## config.mk

```make
export PLATFORM = sky130hd
export DESIGN_NAME = gpwm_driver
export DESIGN_NICKNAME = d
export VERILOG_FILES = /design/src/gpwm_pkg.sv /design/src/gpwm_driver.sv
export SDC_FILE = /design/constraint.sdc
export NUM_CORES = 2
export LEC_CHECK = 0
export BUFFER_PORTS_ARGS = -buffer_cell sky130_fd_sc_hd__buf_2
export CAP_MARGIN = 20
export CORE_MARGIN = 2
export CORE_UTILIZATION = 30
export CTS_BUF_LIST = sky130_fd_sc_hd__clkbuf_4 sky130_fd_sc_hd__clkbuf_8
export DETAILED_ROUTE_END_ITERATION = 16
export PLACE_DENSITY = 0.41
export REMOVE_ABC_BUFFERS = 1
export SLEW_MARGIN = 30
export SYNTH_ARGS = -nofsm -noshare
export SYNTH_HDL_FRONTEND = slang
export SYNTH_SLANG_ARGS = --single-unit
```

## constraint.sdc

```tcl
create_clock -name sys_clk -period 2.75 [get_ports sys_clk]
set_input_delay 0.55 -clock sys_clk [delete_from_list [all_inputs] [get_ports sys_clk]]
set_output_delay 0.55 -clock sys_clk [all_outputs]
set_load 0.01 [all_outputs]
```

## src/gpwm_pkg.sv

```systemverilog
// Constants shared by the 24-channel grayscale PWM sink driver.
// Assumes a 40 MHz system clock; the 4 MHz PWM rate is derived from it.
package gpwm_pkg;
   // Channel layout
   localparam int CH_NUM        = 24;
   localparam int GS_W          = 12;
   localparam int SHREG_W       = CH_NUM * GS_W;
   localparam int GROUP_SIZE    = 4;
   // Rates in Hz
   localparam int SYS_CLK_HZ    = 32'h0262_5A00;
   localparam int OSC_HZ        = 32'h003D_0900;
   localparam int OSC_DIV       = SYS_CLK_HZ / OSC_HZ;
   localparam int DIV_W         = $clog2(OSC_DIV);
   // Turn-on delay per group, in oscillator cycles
   localparam int GROUP_DELAY   = 2;
   // Reset values and counter maximum
   localparam logic [GS_W-1:0]  GS_CNT_RST = 12'h000;
   localparam logic [GS_W-1:0]  GS_CNT_MAX = 12'hFFF;
   localparam logic [DIV_W-1:0] DIV_RST    = 4'h0;
endpackage : gpwm_pkg

```

## src/gpwm_driver.sv

```systemverilog
// Grayscale PWM sink driver: serial shift chain, display latch, PWM engine.
// Assumes all pin inputs are asynchronous to sys_clk and that shift_clock
// phases last well over two sys_clk periods.
`timescale 1ns/100ps

// Function
// - Blank high forces every sink output off.
// - Blank high clears the grayscale counter and timing control.
// - Blank low lets outputs follow PWM from latched values.
// - Shift clock rising edge loads serial input into shift register LSB.
// - Shift clock rising edge moves shift register one bit toward MSB.
// - Serial output stage takes MSB on shift clock falling edge.
// - Latch strobe rising edge copies shift register into display latch.
// - After latch strobe, outputs stay off until next display period.
// - Latch strobe does not clear the grayscale counter.
// - Twenty-four channels, each with a twelve-bit grayscale value.
// - Display periods repeat continuously using latest latched values.
// - Grayscale counter runs on internal 4 MHz rate, not shift clock.
// - Overtemperature turns all outputs off; they resume when it clears.
// - Outputs turn on in groups of four with delay between groups.
module gpwm_driver
   import gpwm_pkg::*;
#(
   parameter int NUM_CH = CH_NUM,
   parameter int GRP_DLY = GROUP_DELAY
) (
   input  wire logic              sys_clk,
   input  wire logic              rst,
   input  wire logic              shift_clock,
   input  wire logic              serial_in,
   input  wire logic              latch_strobe,
   input  wire logic              output_blank,
   input  wire logic              overtemp_cutoff,
   output logic                   serial_out,
   output logic [NUM_CH-1:0]      sink_outputs
);

   localparam int SR_W = NUM_CH * GS_W;

   // Synchronisers: stage 1 feeds stage 2 only
   logic [4:0]            sync1_q;
   logic [4:0]            sync2_q;
   logic                  sclk_prev_q;
   logic                  latch_strobe_prev_q;
   logic                  sclk_s;
   logic                  sin_s;
   logic                  latch_strobe_s;
   logic                  blank_s;
   logic                  ot_s;
   logic                  sclk_rise;
   logic                  sclk_fall;
   logic                  latch_strobe_rise;

   // Shift chain and display
   logic [SR_W-1:0]       shreg_q;
   logic [SR_W-1:0]       shreg_d;
   logic [SR_W-1:0]       latch_q;
   logic                  serial_out_q;
   logic                  hold_q;
   logic                  hold_d;

   // PWM timing
   logic [DIV_W-1:0]      div_q;
   logic [DIV_W-1:0]      div_d;
   logic                  osc_en_q;
   logic                  div_wrap;
   logic [GS_W-1:0]       gs_cnt_q;
   logic [GS_W-1:0]       gs_cnt_d;
   logic                  cnt_wrap;
   logic [NUM_CH-1:0]     pwm_on;
   logic [NUM_CH-1:0]     sink_d;
   logic [NUM_CH-1:0]     sink_q;
   logic                  force_off;

   always_ff @(posedge sys_clk) begin
      if (rst) begin
         sync1_q <= 5'h00;
         sync2_q <= 5'h00;
         sclk_prev_q <= 1'b0;
         latch_strobe_prev_q <= 1'b0;
      end else begin
         sync1_q <= {overtemp_cutoff, output_blank, latch_strobe,
                     serial_in, shift_clock};
         sync2_q <= sync1_q;
         sclk_prev_q <= sclk_s;
         latch_strobe_prev_q <= latch_strobe_s;
      end
   end

   assign sclk_s    = sync2_q[0];
   assign sin_s     = sync2_q[1];
   assign latch_strobe_s    = sync2_q[2];
   assign blank_s   = sync2_q[3];
   assign ot_s      = sync2_q[4];
   assign sclk_rise = sclk_s & ~sclk_prev_q;
   assign sclk_fall = ~sclk_s & sclk_prev_q;
   assign latch_strobe_rise = latch_strobe_s & ~latch_strobe_prev_q;

   // Data and clock pass equal sync delay, so the bit stays aligned
   assign shreg_d = sclk_rise ? {shreg_q[SR_W-2:0], sin_s} : shreg_q;

   always_ff @(posedge sys_clk) begin
      if (rst) begin
         shreg_q <= '0;
         serial_out_q  <= 1'b0;
      end else begin
         shreg_q <= shreg_d;
         if (sclk_fall) begin
            serial_out_q <= shreg_q[SR_W-1];
         end
      end
   end

   always_ff @(posedge sys_clk) begin
      if (rst) begin
         latch_q <= '0;
      end else if (latch_strobe_rise) begin
         latch_q <= shreg_q;
      end
   end

   // Internal oscillator as an enable pulse, free of shift_clock
   assign div_wrap = (div_q == DIV_W'(OSC_DIV - 1));
   assign div_d    = div_wrap ? DIV_RST : div_q + 1'b1;

   // Counter wraps after maximum; blank holds it and the divider at zero
   assign cnt_wrap = osc_en_q & (gs_cnt_q == GS_CNT_MAX);
   assign gs_cnt_d = blank_s  ? GS_CNT_RST :
                     osc_en_q ? gs_cnt_q + 1'b1 : gs_cnt_q;

   always_ff @(posedge sys_clk) begin
      if (rst) begin
         div_q    <= DIV_RST;
         osc_en_q <= 1'b0;
         gs_cnt_q <= GS_CNT_RST;
      end else begin
         div_q    <= blank_s ? DIV_RST : div_d;
         osc_en_q <= div_wrap & ~blank_s;
         gs_cnt_q <= gs_cnt_d;
      end
   end

   // Set by the latch wins over the period-start clear
   assign hold_d = latch_strobe_rise ? 1'b1 :
                   (cnt_wrap | blank_s) ? 1'b0 : hold_q;

   always_ff @(posedge sys_clk) begin
      if (rst) begin
         hold_q <= 1'b0;
      end else begin
         hold_q <= hold_d;
      end
   end

   // Later groups lose the tail of long values; the period is not stretched
   for (genvar c = 0; c < NUM_CH; c++) begin : g_ch
      localparam logic [GS_W:0] OFF = (GS_W+1)'((c / GROUP_SIZE) * GRP_DLY);
      wire [GS_W:0] cnt_x = {1'b0, gs_cnt_q};
      wire [GS_W:0] gs_x  = {1'b0, latch_q[c*GS_W +: GS_W]};
      assign pwm_on[c] = (cnt_x >= OFF) && (cnt_x < OFF + gs_x);
   end

   assign force_off = blank_s | hold_q | ot_s;
   assign sink_d    = force_off ? '0 : pwm_on;

   always_ff @(posedge sys_clk) begin
      if (rst) begin
         sink_q <= '0;
      end else begin
         sink_q <= sink_d;
      end
   end

   assign sink_outputs = sink_q;
   assign serial_out   = serial_out_q;
endmodule // gpwm_driver

```

== Yosys cells after proc, flatten, opt, wreduce, memory -nomap -nowiden ==
Cells that the tools add are included.
Storage, ports and cells
  RAM bits: 0
  logic and storage cells: 108
  latch bits: 0
  bits in read-only memories: 0
  register bits after elaboration: 631
  memories kept: 0
Operators by class
  div/mod/pow operators: 0
  $add $sub $neg: 22
  shifts and indexed selects: 0
  multiply operators: 0
  magnitude comparators: 30
  reductions and logical operators: 28
  equal/unequal tests: 2
  bitwise operators: 12
  mux-type cells: 2
Operator list (count)
  $lt 12x13->1: 20
  $add 3x12->13 const A: 8
  $add 4x12->13 const A: 8
  $add 2x12->13 const A: 4
  $lt 12x12->1: 4
  $ge 12x3->1 const B: 2
  $ge 12x4->1 const B: 2
  $logic_and 1x1->1: 24
  $add 12x1->12 const B: 1
  $eq 12x12->1 const B: 1
  $ge 12x1->1 const B: 1
  $ge 12x2->1 const B: 1
  $and 1x1->1: 5
  $add 4x1->4 const B: 1
  $eq 4x4->1 const B: 1
  $not 1->1: 4
  $reduce_or 2->1: 2
  $or 1x1->1: 3
  $reduce_or 3->1: 1
  $mux 1: 2
  $reduce_bool 2->1: 1

== Longest topological paths before layout ==
  depth after elaboration: 5
  mapped depth: 11
  mapped depth without buffers: 11

== Worst setup path after synthesis ==
OpenSTA, ideal clock, no wires.
  kind: register -> register
  from: register latch_q[145]
  to: register sink_q[12], in the netlist sink_outputs[12]
  cell stages (with the launch flop): 11
  library setup time: 0.070 ns
  setup slack: 0.550 ns
  arrival: 2.130 ns
  path buffers: 0
  clock period less this slack: 2.200 ns
  required time: 2.680 ns
  cells stage by stage: dfxtp_1 -> inv_1 -> ha_1 -> nor2_1 -> nand2_1 -> xor2_1 -> ha_1 -> a2111oi_0 -> o21ai_0 -> a211o_1 -> a21oi_1
Between the ends
  longest elaborated chain between the ends: 3
Ends and longest elaborated chain
  from (decl): RTL line gpwm_driver.sv:57  | logic [SR_W-1:0] latch_q;
  from (signal assigned): RTL line gpwm_driver.sv:118  | latch_q <= shreg_q;
  $add 3x12->13: RTL line gpwm_driver.sv:160  | assign pwm_on[c] = (cnt_x >= OFF) && (cnt_x < OFF + gs_x);
  $lt 12x13->1: RTL line gpwm_driver.sv:160
  $logic_and 1x1->1: RTL line gpwm_driver.sv:160
  to (signal assigned): RTL line gpwm_driver.sv:170  | sink_q <= sink_d;
  to (decl): RTL line gpwm_driver.sv:72  | logic [NUM_CH-1:0] sink_q;
No other way between the ends.
A chain may end at the register's enable or synchronous reset.

== Final worst setup path ==
Ends and elaborated chain as after synthesis.

==> impl_results.md <==
- DRC viols: 0
- Max_slew headroom: between 30% and 40%
- Switching power: ~4.6 mW
- Cells after DPL: slightly above 5k
- Startpoint Class: register
- Worst Tran Pin Value: 945.6 ps
- Peak supply drop: 0.0003403 V
- Most common cell in the netlist: nand2_1
- Vias: 25.02k
- Fin Clk Skew: 28.89 ps
- Cell area after layout: about 0.035 mm²
- H-tree depth: 3
- Total GRT Usage: between 10% and 20%
- Critical path capture point type: register
- Synth Flop Type: dfxtp_1
- Core Area: approximately 0.10 mm²
- Required @ worst endpoint: about 3400 ps
- Root buffer cell: clkbuf_8
- Leak: approximately 12 nW
- Setup repair bufs after CTS: 0
- GPL Wtd Cong: approximately 0.75
- Post-synth top area cell: dfxtp_1
- Critical path type: reg2reg
- Critical path arrival: 3220 ps
- Sequential share of the synthesized area: just over 40%
- Via density: approximately 4.7
- Final setup fails: 0
- Die Wd: 322.2 µm
- Synth top cells by count: nand2_1 (1,228), a21oi_1 (635), dfxtp_1 (631)
- DR WL/cell: ~16 µm
- First-pass DRT Iterations: 6
- Outcome: finished, final reports clean
- Final period util: 92.74%
- Post-Syn Area: slightly above 0.03 mm²
- Max_cap viols: 0
- Flops & latches, synth: 631
- Vias in the first global route: approximately 25k
- Layout cell share with drive strength beyond 1: 8.441%
- Initial antenna violation count: 3
- I/O pin count: 32
- Flop pwr share: 46.8%
- Number of synthesized flops with an enable pin: 0
- Hpwl dp: around 50 mm
- DRT antenna net count: 0
- Sink Count: about 630
- Initial Util: between 30 and 40%
- Hold Path Class: in2reg
- Mapped Avg Cell Area: about 7.9 µm²
- Unrepaired setup endpoints after global routing: no
- Post-route insts no fill: about 5.3k
- Syn-to-layout area delta: 15.14%
- Crit path max fanout: 5
- Endpoints failing hold: 0
- CTS tree: done
- Final Net Count: a little over 4k
- Switching share of power: roughly a quarter
- Max frequency: between 0.3 and 0.4 GHz
- Clock Power Share: between 50% and 60%
- Hold_ws: approximately 120 ps
- Clock Latency Late Sink: 750 ps
- Ys async rst share: 0%
- Clk slew on worst S/H paths: ~60 ps
- Largest net degree at the start of global routing: 171
- Final worst path period need: between 2000 and 3000 ps
- Routed WL: 82.65 mm
- Global route total overflow: 0
- Combinational power share: between 2 and 3%
- Port buffer count: 31
- Largest cells by area after synthesis: dfxtp_1 (42%), nand2_1 (15%), ha_1 (12%)
- Internal power: between 15 and 20 mW
- Die Area: ~0.10 mm²
- Post-synth top area share: 41.58%
- Clk buf depth: 3
- Synth Warn #: 0
- Area after DPL: between 0.03 and 0.04 mm²
- First-pass GRT wire length: between 100 and 150 mm
- Final slew viol count: 0
- DRT iter0 DRCs: 1,274
- Cell Rows: 116
- Synthesized instance count: approximately 3.8k
- Die H: around 320 µm
- CTS buffer count: between 100 and 150
- PD cells: about 560 mW/mm²
- Library cells used by synthesis: 57
[path summary, 6_finish.rpt]
check                                          startpoint                     endpoint  slack [ps]  cells after the start
worst max register to register  latch_q[145]$_SDFFE_PP0P_  sink_outputs[12]$_SDFF_PP0_         200                     10
worst min register to register      sync1_q[1]$_SDFF_PP0_        sync2_q[1]$_SDFF_PP0_         430                      1
worst max-delay path            latch_q[145]$_SDFFE_PP0P_  sink_outputs[12]$_SDFF_PP0_         200                     10
worst min-delay path                         output_blank        sync1_q[3]$_SDFF_PP0_         120                      2
[cell families after synthesis]
kind of cell	share of synthesized area, %
buffers and inverters	3.587
and+or+nand+nor	21.65
muxes	0.1030
adders and majority gates	11.86
DFF	41.58
xor gates and xnor gates	5.160
AOI/OAI and AO/OA	16.06
[flip-flops by register name, indices dropped and copies added (netlist names)]
| name | cells |
|---|---|
| gs_cnt_q | 12 |
| serial_out | 1 |
| latch_q | 288 |
| latch_strobe_prev_q | 1 |
| div_q | 4 |
| sclk_prev_q | 1 |
| osc_en_q | 1 |
| sink_outputs | 24 |
| hold_q | 1 |
| sync2_q | 5 |
| shreg_q | 288 |
| sync1_q | 5 |
[repair_timing]
item,in CTS,in global routing
hold buffers,5,0
hold endpoints to repair,13,0
gates resized for setup,0,2
setup endpoints to repair,0,1
[per-layer routing]
metal  vias up  track usage [%]  share of wire [%]
li1      13030                -                  -
met1     11650            21.77                 50
met2       237            26.39                 45
met3       104            2.398                3.2
met4         0            4.351                1.7
met5         -                0                  0
[cell usage in the layout, fill, tap and decap left out, types with 5 or more instances in the layout]
master,synthesis,layout
dlygate4sd3_1,0,5
o21bai_1,5,5
nand3_1,85,85
dfxtp_2,0,12
xor2_1,123,123
nand2b_1,32,31
ha_1,288,288
nor2b_1,29,27
o21a_1,9,9
clkbuf_4,0,34
o21ai_1,9,10
a22oi_1,9,9
nand4_1,30,30
a211oi_1,25,25
and3_1,48,48
a21o_1,42,42
and4b_1,8,8
dfxtp_1,631,619
nand2_1,1228,1227
inv_1,93,93
a21oi_1,635,634
buf_4,0,32
nor2_1,73,73
buf_12,0,27
nor3_1,9,9
o211ai_1,23,23
o21ai_2,6,6
xnor2_1,56,56
o21ai_0,54,53
a31oi_1,12,12
buf_2,1,30
a2111oi_0,8,8
a2111o_1,7,7
and4_1,13,13
clkinv_2,0,15
clkbuf_8,0,154
o2111ai_1,17,17
[through the flow]
step	util (%)	total power [mW]	worst slack (ps)	setup TNS, ps
after global routing	34.88	20.49	35.75	0
final	34.88	19.61	199.7	0
after detailed placement	32.24	9.872	224.8	0
after global placement	32.24	9.875	170.7	0
after CTS	34.87	20.04	202.4	0
after floorplan	-	9.520	-7187	-4139300
[power groups by stage]
stage / combinational (mW) / clock, mW / sequential [mW]
finish: 0.497 / 9.94 / 9.17
global route: 0.550 / 10.8 / 9.16
CTS: 0.515 / 10.4 / 9.17
detailed placement: 0.507 / 0 / 9.36
global placement: 0.510 / 0 / 9.37
floorplan: 0.160 / 0 / 9.36
[area by class of cell]
class	count	area [µm²]
flip-flops and latches	631	12650
multi-input cells	2916	16690
repair buffers	95	996.0
well taps	1357	1698
diodes	1	2.502
inverters	93	349.1
clock inverters	22	220.2
clock buffers	188	2375
fillers	10640	65310
[critical path, stage by stage, from the launching register on]
cell and delay (ps):
dfxtp_1 400, inv_1 100, ha_1 260, nor2_1 200, nand2_1 90, xor2_1 150
ha_1 290, a2111oi_0 440, o21ai_1 170, a211o_1 290, a21oi_1 110
Power figures use the tool's default switching activity.
